<file path="src/core/mawm_pkg.sv">
package mawm_pkg;

    // Clock and time base
    localparam int          CLK_HZ          = 100_000_000;          // System clock rate
    localparam int          CLK_PERIOD_NS   = 10;                   // Period at that rate
    localparam int          MS_PER_S        = 1000;                 // Unit conversion
    localparam int          CYCLES_PER_MS   = CLK_HZ / MS_PER_S;    // Default millisecond prescale
    localparam int          LOCK_WARN_S     = 1;                    // Lock warning time in seconds
    localparam logic [15:0] LOCK_WARN_MS    = 16'(LOCK_WARN_S * MS_PER_S);
    localparam logic [1:0]  POR_SETTLE      = 2'h3;                 // Cycles until synced pins are valid

    // Speed thresholds in r/min
    localparam logic [11:0] OVERSPEED_RPM   = 12'd2300;
    localparam logic [11:0] BRAKE_RPM       = 12'd2100;

    // History depths
    localparam int          HIST_DEPTH      = 9;
    localparam logic [3:0]  HIST_LAST       = 4'(HIST_DEPTH - 1);
    localparam int          WHIST_DEPTH     = 4;

    // Register offsets
    localparam logic [7:0]  ADDR_CONFIG     = 8'h00;
    localparam logic [7:0]  ADDR_COMMAND    = 8'h04;
    localparam logic [7:0]  ADDR_STATUS     = 8'h08;
    localparam logic [7:0]  ADDR_HIST_SEL   = 8'h0C;
    localparam logic [7:0]  ADDR_HIST_DATA  = 8'h10;
    localparam logic [7:0]  ADDR_WARN_HIST  = 8'h14;

    // Config fields
    localparam int          CFG_LOCK_LSB    = 0;
    localparam int          CFG_PPE_BIT     = 16;
    localparam int          CFG_EXT_BIT     = 17;
    localparam int          CFG_CAU_BIT     = 18;
    // Command fields
    localparam int          CMD_PANEL_BIT   = 0;
    localparam int          CMD_HCLR_BIT    = 1;
    localparam int          CMD_ASSIGN_BIT  = 2;
    localparam int          CMD_TERM_LSB    = 3;
    localparam int          CMD_INCH_BIT    = 6;
    localparam int          CMD_TEXIT_BIT   = 7;
    // Status fields
    localparam int          STAT_CODE_LSB   = 0;
    localparam int          STAT_ALM_BIT    = 8;
    localparam int          STAT_LWRN_BIT   = 9;
    localparam int          STAT_OPERR_BIT  = 10;
    localparam int          STAT_CLR_BIT    = 11;
    localparam int          STAT_BRAKE_BIT  = 12;

    // Reset values
    localparam logic [15:0] LOCK_TIME_RST   = 16'h0BB8;
    localparam logic        PPE_RST         = 1'b1;
    localparam logic        EXT_RST         = 1'b0;
    localparam logic        CAU_RST         = 1'b0;

    // Alarm and warning codes
    localparam logic [7:0]  ALM_NONE        = 8'h00;
    localparam logic [7:0]  ALM_OVERHEAT    = 8'h21;
    localparam logic [7:0]  ALM_LOCK        = 8'h30;
    localparam logic [7:0]  ALM_OVERSPEED   = 8'h31;
    localparam logic [7:0]  ALM_NVM         = 8'h41;
    localparam logic [7:0]  ALM_POWERON     = 8'h45;
    localparam logic [7:0]  ALM_EXTSTOP     = 8'h5E;
    localparam logic [3:0]  WRN_LOCK        = 4'h1;
    localparam logic [3:0]  WRN_OPERR       = 4'h2;

    // Top level phase, Gray along settle, run, alarm
    typedef enum logic [1:0] {
        MAWM_SETTLE = 2'b00,
        MAWM_RUN    = 2'b01,
        MAWM_ALARM  = 2'b11
    } mawm_phase_t;

    // Motor command toward the power stage
    typedef enum logic [2:0] {
        MAWM_COAST   = 3'b000,
        MAWM_DECEL   = 3'b001,
        MAWM_RUN_FWD = 3'b011,
        MAWM_RUN_BWD = 3'b010,
        MAWM_HALT    = 3'b110
    } mawm_motor_t;

    typedef struct packed {
        logic [7:0]  addr;
        logic [31:0] wdata;
        logic        wr;
        logic        rd;
    } mawm_bus_req_t;

    typedef struct packed {
        logic        dirForwardIn;
        logic        dirBackwardIn;
        logic        alarmResetIn;
        logic        externalStopIn;
        logic        thermalOpenIn;
        logic        shaftLockedIn;
        logic        nvmFaultIn;
        logic [5:0]  terminalIn;
    } mawm_pins_t;

    typedef struct packed {
        logic        alarmOut;
        logic        alarmLed;
        logic [7:0]  displayCode;
        logic        displayBlink;
        logic        cautionOut;
    } mawm_panel_t;

    typedef struct packed {
        mawm_motor_t motorCmd;
        logic        brake;
    } mawm_drive_t;

    localparam mawm_panel_t PANEL_RST = '{alarmOut: 1'b1, alarmLed: 1'b0, displayCode: ALM_NONE,
                                          displayBlink: 1'b0, cautionOut: 1'b0};
    localparam mawm_drive_t DRIVE_RST = '{motorCmd: MAWM_COAST, brake: 1'b0};

endpackage : mawm_pkg

</file>
<file path="src/core/mawm_pin_sync.sv">
`timescale 1ns/100ps

// Two stage synchroniser for every asynchronous pin of the block
module mawm_pin_sync (
    input  wire logic              clock,
    input  wire logic              rst,
    input  wire mawm_pkg::mawm_pins_t pinsRaw,
    output      mawm_pkg::mawm_pins_t pinsSync
);
    import mawm_pkg::*;

    mawm_pins_t stage1;     // Metastable stage, read only by stage two
    mawm_pins_t stage2;     // Settled copy

    // Both stages reset to zero; the main block masks the first cycles anyway
    always_ff @(posedge clock or posedge rst) begin
        if (rst) begin
            stage1 <= '0;
            stage2 <= '0;
        end else begin
            stage1 <= pinsRaw;
            stage2 <= stage1;
        end
    end

    assign pinsSync = stage2;

endmodule : mawm_pin_sync

</file>
<file path="src/core/motor_alarm_warning_manager.sv">
// The implementer's own choices: the strobed register port and the placing of the registers.
`timescale 1ns/100ps

//Contract
// - Any alarm removes drive, motor coasts
// - Alarm: output off, red lamp, code shown
// - Thermal protector open raises overheat alarm
// - Lock longer than set time raises alarm
// - Speed above 2300 r/min raises overspeed
// - Above 2100 r/min apply braking current
// - Direction at power-up alarms, clears when released
// - Power-up check disableable, enabled by default
// - External stop inactive alarms when assigned
// - Storage error alarm, not reset-input clearable
// - Reset input acts on rising edge only
// - Reset input ignored while direction active
// - Reset by edge, panel or power
// - Keep nine alarms newest first, drop oldest
// - Clear history on command, blink meanwhile
// - Caution output on any active warning
// - Caution output unassigned after reset
// - Warning history volatile, lost on power
// - Lock one second warns, keep running
// - Direction assigned to active terminal: warn, stop
// - Direction active at test exit: warn, stop
// - Warning output drops once condition released
// - Alarm output normally closed
// - Directions run motor, release decelerates
module motor_alarm_warning_manager #(
    parameter int CYCLES_PER_MS_P = mawm_pkg::CYCLES_PER_MS
) (
    input  wire logic                   clock,
    input  wire logic                   rst,
    input  wire mawm_pkg::mawm_bus_req_t busReq,
    output      logic [31:0]            busRdata,
    input  wire mawm_pkg::mawm_pins_t   pinsRaw,
    input  wire logic [11:0]            speedRpm,
    output      mawm_pkg::mawm_panel_t  panel,
    output      mawm_pkg::mawm_drive_t  drive
);
    import mawm_pkg::*;

    // Registered state of the block except the alarm history and pin synchroniser
    typedef struct packed {
        mawm_phase_t phase;          // Settle, run or alarm
        logic [1:0]  settle;         // Power-up settle counter
        logic [15:0] lockTime;       // Lock alarm time in ms
        logic        ppe;            // Power-up prevention enable
        logic        extAsg;         // External stop assigned
        logic        cauAsg;         // Caution output assigned
        logic [3:0]  histSel;        // History read index
        logic [7:0]  alarmCode;      // Latched alarm code
        logic        resetPrev;      // Reset input last cycle
        logic [16:0] msCount;        // Millisecond prescaler
        logic [15:0] lockMs;         // Locked duration in ms
        logic        lockWarn;       // Lock warning active
        logic        opError;        // Operation error warning
        logic        inchDone;       // Manual inch run happened
        logic        clearing;       // History clear in progress
        logic [3:0]  clearIdx;       // Entry being cleared
        logic [15:0] warnHist;       // Four codes, newest low
        mawm_panel_t panel;          // Registered panel outputs
        mawm_drive_t drive;          // Registered drive outputs
        logic [31:0] rdata;          // Read data, one cycle
    } mawm_state_t;

    localparam mawm_state_t STATE_RST = '{
        phase: MAWM_SETTLE, settle: 2'h0, lockTime: LOCK_TIME_RST, ppe: PPE_RST,
        extAsg: EXT_RST, cauAsg: CAU_RST, histSel: 4'h0, alarmCode: ALM_NONE,
        resetPrev: 1'b0, msCount: 17'h00000, lockMs: 16'h0000, lockWarn: 1'b0,
        opError: 1'b0, inchDone: 1'b0, clearing: 1'b0, clearIdx: 4'h0,
        warnHist: 16'h0000, panel: PANEL_RST, drive: DRIVE_RST, rdata: 32'h00000000
    };

    mawm_state_t q;                          // Current state
    mawm_state_t next_q;                     // Next state
    mawm_pins_t  pins;                       // Synchronised pins
    logic [7:0]  alarmHist [HIST_DEPTH];     // Alarm history, newest at 0
    logic        histPush;                   // Shift in a new alarm
    logic [7:0]  histPushCode;               // Code being shifted in
    logic        histWipe;                   // Zero one entry

    // Fixed-priority choice among live fault conditions
    function automatic logic [7:0] alarm_pick(
        input logic nvmBad,
        input logic hot,
        input logic fast,
        input logic locked,
        input logic extStop
    );
        logic [7:0] code;
        code = ALM_NONE;
        if (nvmBad) begin
            code = ALM_NVM;
        end else if (hot) begin
            code = ALM_OVERHEAT;
        end else if (fast) begin
            code = ALM_OVERSPEED;
        end else if (locked) begin
            code = ALM_LOCK;
        end else if (extStop) begin
            code = ALM_EXTSTOP;
        end
        return code;
    endfunction : alarm_pick

    // Shift a warning code into the volatile record
    function automatic logic [15:0] warn_push(
        input logic [15:0] hist,
        input logic [3:0]  code
    );
        return {hist[11:0], code};
    endfunction : warn_push

    // Pins arrive from outside, so each passes two flops first
    mawm_pin_sync u_sync (
        .clock    (clock),
        .rst      (rst),
        .pinsRaw  (pinsRaw),
        .pinsSync (pins)
    );

    // Next-state logic for the whole block
    always_comb begin
        logic       dirAny;
        logic       msTick;
        logic       lockAlarm;
        logic       overSpeed;
        logic [7:0] faultCode;
        logic       cmdPanel;
        logic       cmdClear;
        logic       cmdAssign;
        logic [2:0] cmdTerm;
        logic       cmdInch;
        logic       cmdExit;
        logic       resetEdge;
        logic       doClear;
        logic [31:0] rd;
        dirAny    = pins.dirForwardIn | pins.dirBackwardIn;
        msTick    = 1'b0;
        lockAlarm = 1'b0;
        overSpeed = 1'b0;
        faultCode = ALM_NONE;
        cmdPanel  = 1'b0;
        cmdClear  = 1'b0;
        cmdAssign = 1'b0;
        cmdTerm   = 3'h0;
        cmdInch   = 1'b0;
        cmdExit   = 1'b0;
        resetEdge = 1'b0;
        doClear   = 1'b0;
        rd        = 32'h00000000;
        next_q    = q;
        histPush     = 1'b0;
        histPushCode = ALM_NONE;
        histWipe     = 1'b0;

        // Register writes
        if (busReq.wr) begin
            case (busReq.addr)
                ADDR_CONFIG: begin
                    next_q.lockTime = busReq.wdata[CFG_LOCK_LSB +: 16];
                    next_q.ppe      = busReq.wdata[CFG_PPE_BIT];
                    next_q.extAsg   = busReq.wdata[CFG_EXT_BIT];
                    next_q.cauAsg   = busReq.wdata[CFG_CAU_BIT];
                end
                ADDR_COMMAND: begin
                    // Self-clearing command bits, nothing is stored
                    cmdPanel  = busReq.wdata[CMD_PANEL_BIT];
                    cmdClear  = busReq.wdata[CMD_HCLR_BIT];
                    cmdAssign = busReq.wdata[CMD_ASSIGN_BIT];
                    cmdTerm   = busReq.wdata[CMD_TERM_LSB +: 3];
                    cmdInch   = busReq.wdata[CMD_INCH_BIT];
                    cmdExit   = busReq.wdata[CMD_TEXIT_BIT];
                end
                ADDR_HIST_SEL: begin
                    next_q.histSel = busReq.wdata[3:0];
                end
                default: begin
                    // Unmapped or read-only, write dropped
                end
            endcase
        end

        // Millisecond time base for the lock timers
        if (q.msCount == 17'(CYCLES_PER_MS_P - 1)) begin
            next_q.msCount = 17'h00000;
            msTick         = 1'b1;
        end else begin
            next_q.msCount = q.msCount + 17'h00001;
        end

        // Locked duration, saturating so a long stall cannot wrap to zero
        if (!pins.shaftLockedIn) begin
            next_q.lockMs = 16'h0000;
        end else if (msTick && q.lockMs != 16'hFFFF) begin
            next_q.lockMs = q.lockMs + 16'h0001;
        end
        next_q.lockWarn = pins.shaftLockedIn && (q.lockMs >= LOCK_WARN_MS);
        lockAlarm       = pins.shaftLockedIn && (q.lockMs > q.lockTime);
        overSpeed       = speedRpm > OVERSPEED_RPM;

        // Manual inch run bookkeeping for the test mode exit check
        if (cmdInch) begin
            next_q.inchDone = 1'b1;
        end
        if (cmdExit) begin
            next_q.inchDone = 1'b0;
        end

        // Operation error: released directions clear it, a new cause wins
        if (!dirAny) begin
            next_q.opError = 1'b0;
        end
        if (cmdAssign && pins.terminalIn[cmdTerm]) begin
            next_q.opError = 1'b1;
        end
        if (cmdExit && q.inchDone && dirAny) begin
            next_q.opError = 1'b1;
        end

        // Volatile warning record on each rising warning
        if (next_q.lockWarn && !q.lockWarn) begin
            next_q.warnHist = warn_push(next_q.warnHist, WRN_LOCK);
        end
        if (next_q.opError && !q.opError) begin
            next_q.warnHist = warn_push(next_q.warnHist, WRN_OPERR);
        end

        // Faults seen while running, one code per type
        faultCode = alarm_pick(pins.nvmFaultIn, pins.thermalOpenIn, overSpeed,
                               lockAlarm, q.extAsg && !pins.externalStopIn);

        // Reset input acts on its off-to-on edge, never with a direction on
        resetEdge = pins.alarmResetIn && !q.resetPrev && !dirAny;
        next_q.resetPrev = pins.alarmResetIn;

        // Phase machine
        case (q.phase)
            MAWM_SETTLE: begin
                // Wait for the synchronisers before judging the pins
                if (q.settle != POR_SETTLE) begin
                    next_q.settle = q.settle + 2'h1;
                end else if (q.ppe && dirAny) begin
                    next_q.phase     = MAWM_ALARM;
                    next_q.alarmCode = ALM_POWERON;
                    histPush         = 1'b1;
                    histPushCode     = ALM_POWERON;
                end else begin
                    next_q.phase = MAWM_RUN;
                end
            end
            MAWM_RUN: begin
                if (faultCode != ALM_NONE) begin
                    next_q.phase     = MAWM_ALARM;
                    next_q.alarmCode = faultCode;
                    histPush         = 1'b1;
                    histPushCode     = faultCode;
                end
            end
            MAWM_ALARM: begin
                // Storage error survives both edge and panel reset
                if (q.alarmCode == ALM_POWERON) begin
                    doClear = !dirAny;
                end else if (q.alarmCode != ALM_NVM) begin
                    doClear = resetEdge || cmdPanel;
                end
                if (doClear) begin
                    next_q.phase     = MAWM_RUN;
                    next_q.alarmCode = ALM_NONE;
                end
            end
            default: begin
                next_q.phase = MAWM_SETTLE;
            end
        endcase

        // History clear walks all entries, one per cycle
        if (q.clearing) begin
            histWipe = 1'b1;
            if (q.clearIdx == HIST_LAST) begin
                next_q.clearing = 1'b0;
            end else begin
                next_q.clearIdx = q.clearIdx + 4'h1;
            end
        end else if (cmdClear) begin
            next_q.clearing = 1'b1;
            next_q.clearIdx = 4'h0;
        end

        // Panel outputs follow the next phase so they switch with the drive
        next_q.panel.alarmOut     = next_q.phase != MAWM_ALARM;
        next_q.panel.alarmLed     = next_q.phase == MAWM_ALARM;
        next_q.panel.displayCode  = next_q.alarmCode;
        next_q.panel.displayBlink = next_q.clearing;
        next_q.panel.cautionOut   = next_q.cauAsg &&
                                    (next_q.lockWarn || next_q.opError);

        // Drive: coast in alarm, lock warning alone keeps running
        if (next_q.phase != MAWM_RUN) begin
            next_q.drive.motorCmd = MAWM_COAST;
            next_q.drive.brake    = 1'b0;
        end else begin
            next_q.drive.brake = speedRpm > BRAKE_RPM;
            if (next_q.opError) begin
                next_q.drive.motorCmd = MAWM_HALT;
            end else if (pins.dirForwardIn && pins.dirBackwardIn) begin
                next_q.drive.motorCmd = MAWM_HALT;
            end else if (pins.dirForwardIn) begin
                next_q.drive.motorCmd = MAWM_RUN_FWD;
            end else if (pins.dirBackwardIn) begin
                next_q.drive.motorCmd = MAWM_RUN_BWD;
            end else begin
                next_q.drive.motorCmd = MAWM_DECEL;
            end
        end

        // Read data stands for exactly the cycle after the strobe
        if (busReq.rd) begin
            case (busReq.addr)
                ADDR_CONFIG: begin
                    rd[CFG_LOCK_LSB +: 16] = q.lockTime;
                    rd[CFG_PPE_BIT]        = q.ppe;
                    rd[CFG_EXT_BIT]        = q.extAsg;
                    rd[CFG_CAU_BIT]        = q.cauAsg;
                end
                ADDR_STATUS: begin
                    rd[STAT_CODE_LSB +: 8] = q.alarmCode;
                    rd[STAT_ALM_BIT]       = q.phase == MAWM_ALARM;
                    rd[STAT_LWRN_BIT]      = q.lockWarn;
                    rd[STAT_OPERR_BIT]     = q.opError;
                    rd[STAT_CLR_BIT]       = q.clearing;
                    rd[STAT_BRAKE_BIT]     = q.drive.brake;
                end
                ADDR_HIST_SEL: begin
                    rd[3:0] = q.histSel;
                end
                ADDR_HIST_DATA: begin
                    // Indexes past the last entry read as empty
                    if (q.histSel <= HIST_LAST) begin
                        rd[7:0] = alarmHist[q.histSel];
                    end
                end
                ADDR_WARN_HIST: begin
                    rd[15:0] = q.warnHist;
                end
                default: begin
                    // Command and unmapped read as zero
                end
            endcase
        end
        next_q.rdata = rd;
    end

    // State register
    always_ff @(posedge clock or posedge rst) begin
        if (rst) begin
            q <= STATE_RST;
        end else begin
            q <= next_q;
        end
    end

    // Alarm history has no reset: it stands in for nonvolatile storage
    always_ff @(posedge clock) begin
        if (histWipe) begin
            alarmHist[q.clearIdx] <= ALM_NONE;
        end else if (histPush) begin
            for (int i = HIST_DEPTH - 1; i > 0; i--) begin
                alarmHist[i] <= alarmHist[i - 1];
            end
            alarmHist[0] <= histPushCode;
        end
    end

    assign busRdata = q.rdata;
    assign panel    = q.panel;
    assign drive    = q.drive;

endmodule : motor_alarm_warning_manager

</file>
<file path="config.mk">
export PLATFORM = sky130hd
export DESIGN_NAME = motor_alarm_warning_manager
export DESIGN_NICKNAME = d
export VERILOG_FILES = /design/src/core/mawm_pkg.sv /design/src/core/mawm_pin_sync.sv /design/src/core/motor_alarm_warning_manager.sv
export SDC_FILE = /design/constraint.sdc
export NUM_CORES = 1
export LEC_CHECK = 0
export BUFFER_PORTS_ARGS = -buffer_cell sky130_fd_sc_hd__buf_4
export CORE_ASPECT_RATIO = 0.75
export CORE_MARGIN = 2
export CORE_UTILIZATION = 59
export CTS_CLUSTER_DIAMETER = 50
export DETAILED_ROUTE_END_ITERATION = 8
export PLACE_DENSITY = 0.81
export SLEW_MARGIN = 5
export SYNTH_ARGS = -nofsm -noshare
export SYNTH_HDL_FRONTEND = slang
export SYNTH_SLANG_ARGS = --single-unit
</file>
<file path="constraint.sdc">
create_clock -name clock -period 5.12 [get_ports clock]
set_clock_uncertainty 0.1 [all_clocks]
set_input_delay 0.256 -clock clock [delete_from_list [all_inputs] [get_ports clock]]
set_output_delay 0.256 -clock clock [all_outputs]
set_load 0.02 [all_outputs]
</file>
## After elaboration in Yosys (flattened, before gate mapping)

Memories as Yosys holds them, arrays and structs flattened.
Cells that the tools add are included.

- Word-level logic and storage cells: 187
- Bits of input ports: 69
- Memories: 1
- Output and inout port bits: 48
- Bits in writable memories: 72
- Register bits: 145

Memory list:

| name | depth | width | read ports | clocked after memory_dff | wr ports | line | RTL |
|---|---|---|---|---|---|---|---|
| alarmHist | 9 | 8 | 9 | 0 | 9 | motor_alarm_warning_manager.sv:78 | `logic [7:0] alarmHist [HIST_DEPTH];` |

- Magnitude comparators: 6
- Reductions and logical operators: 34
- Eq/ne operators: 22
- Muxes and demuxes: 79
- $add $sub $neg: 4
- Bitwise logic cells: 1

Operators with widths:

| kind | number |
|---|---|
| 16-bit two-way mux | 4 |
| 8-bit two-way mux | 7 |
| 7-bit two-way mux | 7 |
| 1-bit two-way mux | 32 |
| 12-bit > comparator, second input constant | 2 |
| 8-bit case mux with 3 select lines | 1 |
| 4-bit case mux with 5 select lines | 1 |
| 19-bit two-way mux | 1 |
| 17-bit by 1-bit adder with 17-bit output, second input constant | 1 |
| 17-bit == test, second input constant | 1 |
| 17-bit two-way mux | 1 |
| 16-bit by 1-bit adder with 16-bit output, second input constant | 1 |
| 8-bit by 4-bit == test with 1-bit output, second input constant | 2 |
| 8-bit by 5-bit == test with 1-bit output, second input constant | 2 |
| 16-bit by 10-bit greater-or-equal comparator with 1-bit output, second input constant | 1 |
| 16-bit > comparator | 1 |
| 4-bit two-way mux | 4 |
| 16-bit != test, second input constant | 1 |
| 2-bit != test, second input constant | 8 |
| 4-bit case mux with 4 select lines | 1 |
| 8-bit case mux with 2 select lines | 1 |
| 3-bit two-way mux | 5 |
| 5-bit two-way mux | 3 |
| 5-bit case mux with 3 select lines | 1 |
| other kinds (28) | 57 |

## Depth between registers and ports, before layout

- Depth after elaboration: 15
- Depth in mapped cells: 10
- Gate-level depth less buffers: 8

## Hierarchy

From an unflattened synthesis, not the netlist that was laid out.

- Cell total of the unflattened synthesis: 827
- Area total of the unflattened synthesis: 9628.0 um^2

By module, submodules not included:

| module | seq. area each (um^2) | area an instance (um^2) | cells each | instances |
|---|---|---|---|---|
| motor_alarm_warning_manager | 4560.6 | 8973.6 | 800 | 1 |
| mawm_pin_sync | 650.6 | 654.4 | 27 | 1 |

## Worst setup path before layout

Ideal clock, no wire load.

- Path type: register to register
- From: register q[132] in the netlist's numbering
- To: memory alarmHist[8][0], enable pin
- Buffers on the path: 2
- Cell stages (with the launch flop): 11
- Required time: 4.702 ns
- Period minus slack after synthesis: 2.901 ns
- Path slack: 2.219 ns
- Arrival: 2.483 ns
- Path through: dfstp_2 inv_1 ha_1 nand4_1 or4_1 a21o_1 a31oi_2 buf_4 o311ai_4 buf_4 nand2_1

RTL lines:

| item | line | RTL |
|---|---|---|
| from (decl) | motor_alarm_warning_manager.sv:75 | `mawm_state_t q;` |
| from (signal assigned) | motor_alarm_warning_manager.sv:360 | `q <= next_q;` |
| to (decl) | motor_alarm_warning_manager.sv:78 |  |

==> summary.md <==
| Metric | Value |
|---|---|
| Crit path DAT | `3630 ps` |
| CTS tree | `built` |
| # rows | `40` |
| Design area | `about 11000 sq um` |
| Area grow syn2layout | `14.32%` |
| IO Count | `approximately 120` |
| CP Capture Type | `flip-flop` |
| Final hold violation count | `0` |
| Ant. Diodes | `0` |
| Initial Util | `0.6055` |
| Most common cell after layout, fill and taps aside | `dfrtp_1` |
| Switching share of total power | `0.3030` |
| Clock Latency Late Sink | `roughly 450 ps` |
| Filler Cell Count | `around 1100` |
| Hold WC Path Type | `input pin to flip-flop` |
| Setup TNS | `0 ps` |
| Status | `finished, final reports clean` |
| Vias in the first global route | `6383` |
| DRT iter0 DRCs | `roughly 650` |
| Via count | `6751` |
| Number of synthesized flops with an enable pin | `54` |
| Post-layout net count | `a little over 1000` |
| Final slew viol count | `0` |
| Post-DP Area | `slightly above 10000 sq um` |
| Clk pwr share | `0.330` |
| Initial antenna violation count | `0` |
| Total gr overflow | `0` |
| Ranking of synthesized cells by area | `dfrtp_1 (34%), edfxtp_1 (17%), buf_4 (3.9%)` |
| Slew margin rel. | `0.1284` |
| Post-Route WL | `~21 mm` |
| Synthesized area | `between 9000 and 10000 sq um` |
| Synth Area per Inst | `approximately 11 sq um` |
| Total GRT Usage | `0.2549` |
| Clock slew at reported path FFs | `~80 ps` |
| Placer Congestion | `between 0.8 and 0.9` |
| Fmax | `roughly 280 MHz` |
| Ys flop type | `dfrtp_1` |
| FF-to-FF setup slack | `roughly 1500 ps` |
| Clock Sinks | `between 150 and 200` |
| Die area | `about 18000 sq um` |
| ANT nets after route | `0` |
| Share of the synthesized area in the top cell type | `0.3447` |
| Drc violations | `0` |
| Tmin final | `between 3000 and 4000 ps` |
| Max cap viols | `0` |
| Post-synth top area cell | `dfrtp_1` |
| Part of the Yosys area used for sequential elements | `0.5358` |
| PortBufs | `between 80 and 90` |
| Cell variety after synth | `just under 70` |
| Synth async-reset ratio | `0.7259` |
| Die Span Y | `115.2 microns` |
| Global-route wire length before repair | `34.49 mm` |
| Seq pwr share | `0.480` |
| Worst slew pin tran | `~1300 ps` |
| Comb pwr share | `0.190` |
| First drt pass iteration count | `5` |
| Worst-case clock buffer depth | `2` |
| RSZ-0062 raised after global routing | `no` |
| Peak VDD IR | `~340 uV` |
| H-tree depth | `4` |
| Leakage Power | `roughly 4.8 nW` |
| Vias per cell | `between 5 and 6` |
| Internal power | `around 3.0 mW` |
| Area of the multi-input gates | `about 3900 sq um` |
| #FFs+latches synth | `a little under 200` |
| Synth Instances | `roughly 850` |
| Psw | `~1.3 mW` |
| Synth Warn # | `0` |
| Critical Path Start Type | `flip-flop` |
| Sequential cell area | `about 5200 sq um` |
| Core Box Area | `16070 sq um` |
| CTS root buffer | `clkbuf_16` |
| Critical Path RT | `approximately 5000 ps` |
| Layout cells sized above 1 | `0.2133` |
| Crit Path Max Fanout | `13` |
| Period utilisation layout | `0.7065` |
| Most frequent cells in the layout | `dfrtp_1 (134), buf_4 (90), nand2_1 (76), edfxtp_1 (54), and2_1 (53)` |
| Routed wire length per instance | `roughly 19 microns` |
| Die width | `about 150 microns` |
| Largest net degree at the start of global routing | `between 100 and 150` |
| CTS Buf Count | `17` |
| Post-CTS Setup Bufs | `0` |
| PwrDens | `around 390 nW/um^2` |
| WS Path Type | `flip-flop to flip-flop` |
| Dpl hpwl | `14.99 mm` |
| Setup violations, final | `0` |
## cell families (layout without fill, tap and decap cells)
| kind of cell | after synthesis | count (layout) | share of synthesized area |
|---|---|---|---|
| AND/OR/NAND/NOR | 298 | 298 | 0.1708 |
| flip-flops | 197 | 197 | 0.5358 |
| AO/OA/AOI/OAI | 131 | 131 | 0.09867 |
| buffers and inverters | 126 | 197 | 0.07229 |
| multiplexers | 47 | 47 | 0.06792 |
| XOR/XNOR | 25 | 25 | 0.02328 |
| adder cells (fa/ha/maj) | 24 | 24 | 0.03087 |
| other | 1 | 14 | 0.0003855 |
## flip-flops by register name, summed over array words and instances (netlist names)
| register | cells |
|---|---|
| panel | 10 |
| alarmHist | 54 |
| u_sync.stage1 | 13 |
| busRdata | 19 |
| drive | 4 |
| q | 84 |
| u_sync.pinsSync | 13 |
## cell usage after synthesis, types with 7 or more instances
cell type and number:
mux2_2 22, nand3_1 21, ha_1 24, edfxtp_1 54, o221a_2 9, nor3_1 11, nor2b_1 15, inv_1 44
nand3b_1 9, buf_2 7, dfrtp_1 134, mux2i_1 12, nand4_1 16, and2_1 53, dfstp_2 9, nor2_1 38
nand2_1 76, buf_4 50, clkbuf_1 18, a21oi_1 20, a22oi_1 16, and2_4 10, mux4_2 13, o21ai_0 38
xor2_1 10, and3_1 14, nand2b_1 9, xnor2_1 14
## power groups by stage
stage,sequential (mW),combinational [mW],clock (mW)
after floorplan,2.00,0.644,0
after global routing,2.08,0.890,1.50
after detailed placement,2.08,0.787,0
after global placement,2.07,0.760,0
final,2.06,0.816,1.42
after CTS,2.05,0.810,1.42
## repair_timing
item,in CTS,in global routing
resized for setup,0,0
hold endpoints to repair,130,0
hold buffers,31,0
## worst max-delay path, cell delays in order (launching register included)
cell,delay (ps)
dfstp_2,530
inv_1,60
ha_1,320
nand4_1,140
or4_1,550
a21o_1,180
a31oi_2,730
o311ai_4,290
nand2_1,350
## stage by stage
stage                       util  power (mW)  cells  hold WS (ps)  setup WS [ps]
after floorplan                -       2.641    862         187.4          941.0
after global placement    0.6337       2.835   1080         232.3           1661
after detailed placement  0.6337       2.867   1080         236.3           1610
after CTS                 0.6921       4.287   1143         9.860           1564
after global routing      0.6921       4.474   1143         13.46           1368
final                     0.6921       4.289   1143         23.49           1503
## path summary, 6_finish.rpt
kind                                  start            endpoint  cells after the start
setup / recovery                     q[132]     alarmHist[5][2]                      8
min in group asynchronous               rst  u_sync.pinsSync[0]                      3
max in group asynchronous               rst              q[124]                      4
hold reg to reg            u_sync.stage1[4]  u_sync.pinsSync[4]                      0
hold / removal                    busReq[4]              q[116]                      2
setup reg to reg                     q[132]     alarmHist[5][2]                      8
## area by class of cell
| class | count | share of cell area |
|---|---|---|
| well taps | 210 | 0.02363 |
| repair buffers | 121 | 0.08867 |
| flip-flops and latches | 197 | 0.4687 |
| inverters | 44 | 0.01530 |
| multi-input cells | 539 | 0.3472 |
| clock buffers | 17 | 0.03826 |
| clock inverters | 15 | 0.01823 |
## layer usage
layer  GRT usage  part of all wire
met1      0.3821              0.46
met2      0.3700              0.43
met4     0.06480             0.015
met3     0.07237             0.088
met5           0                 0
(Power assumes the default switching activity.)
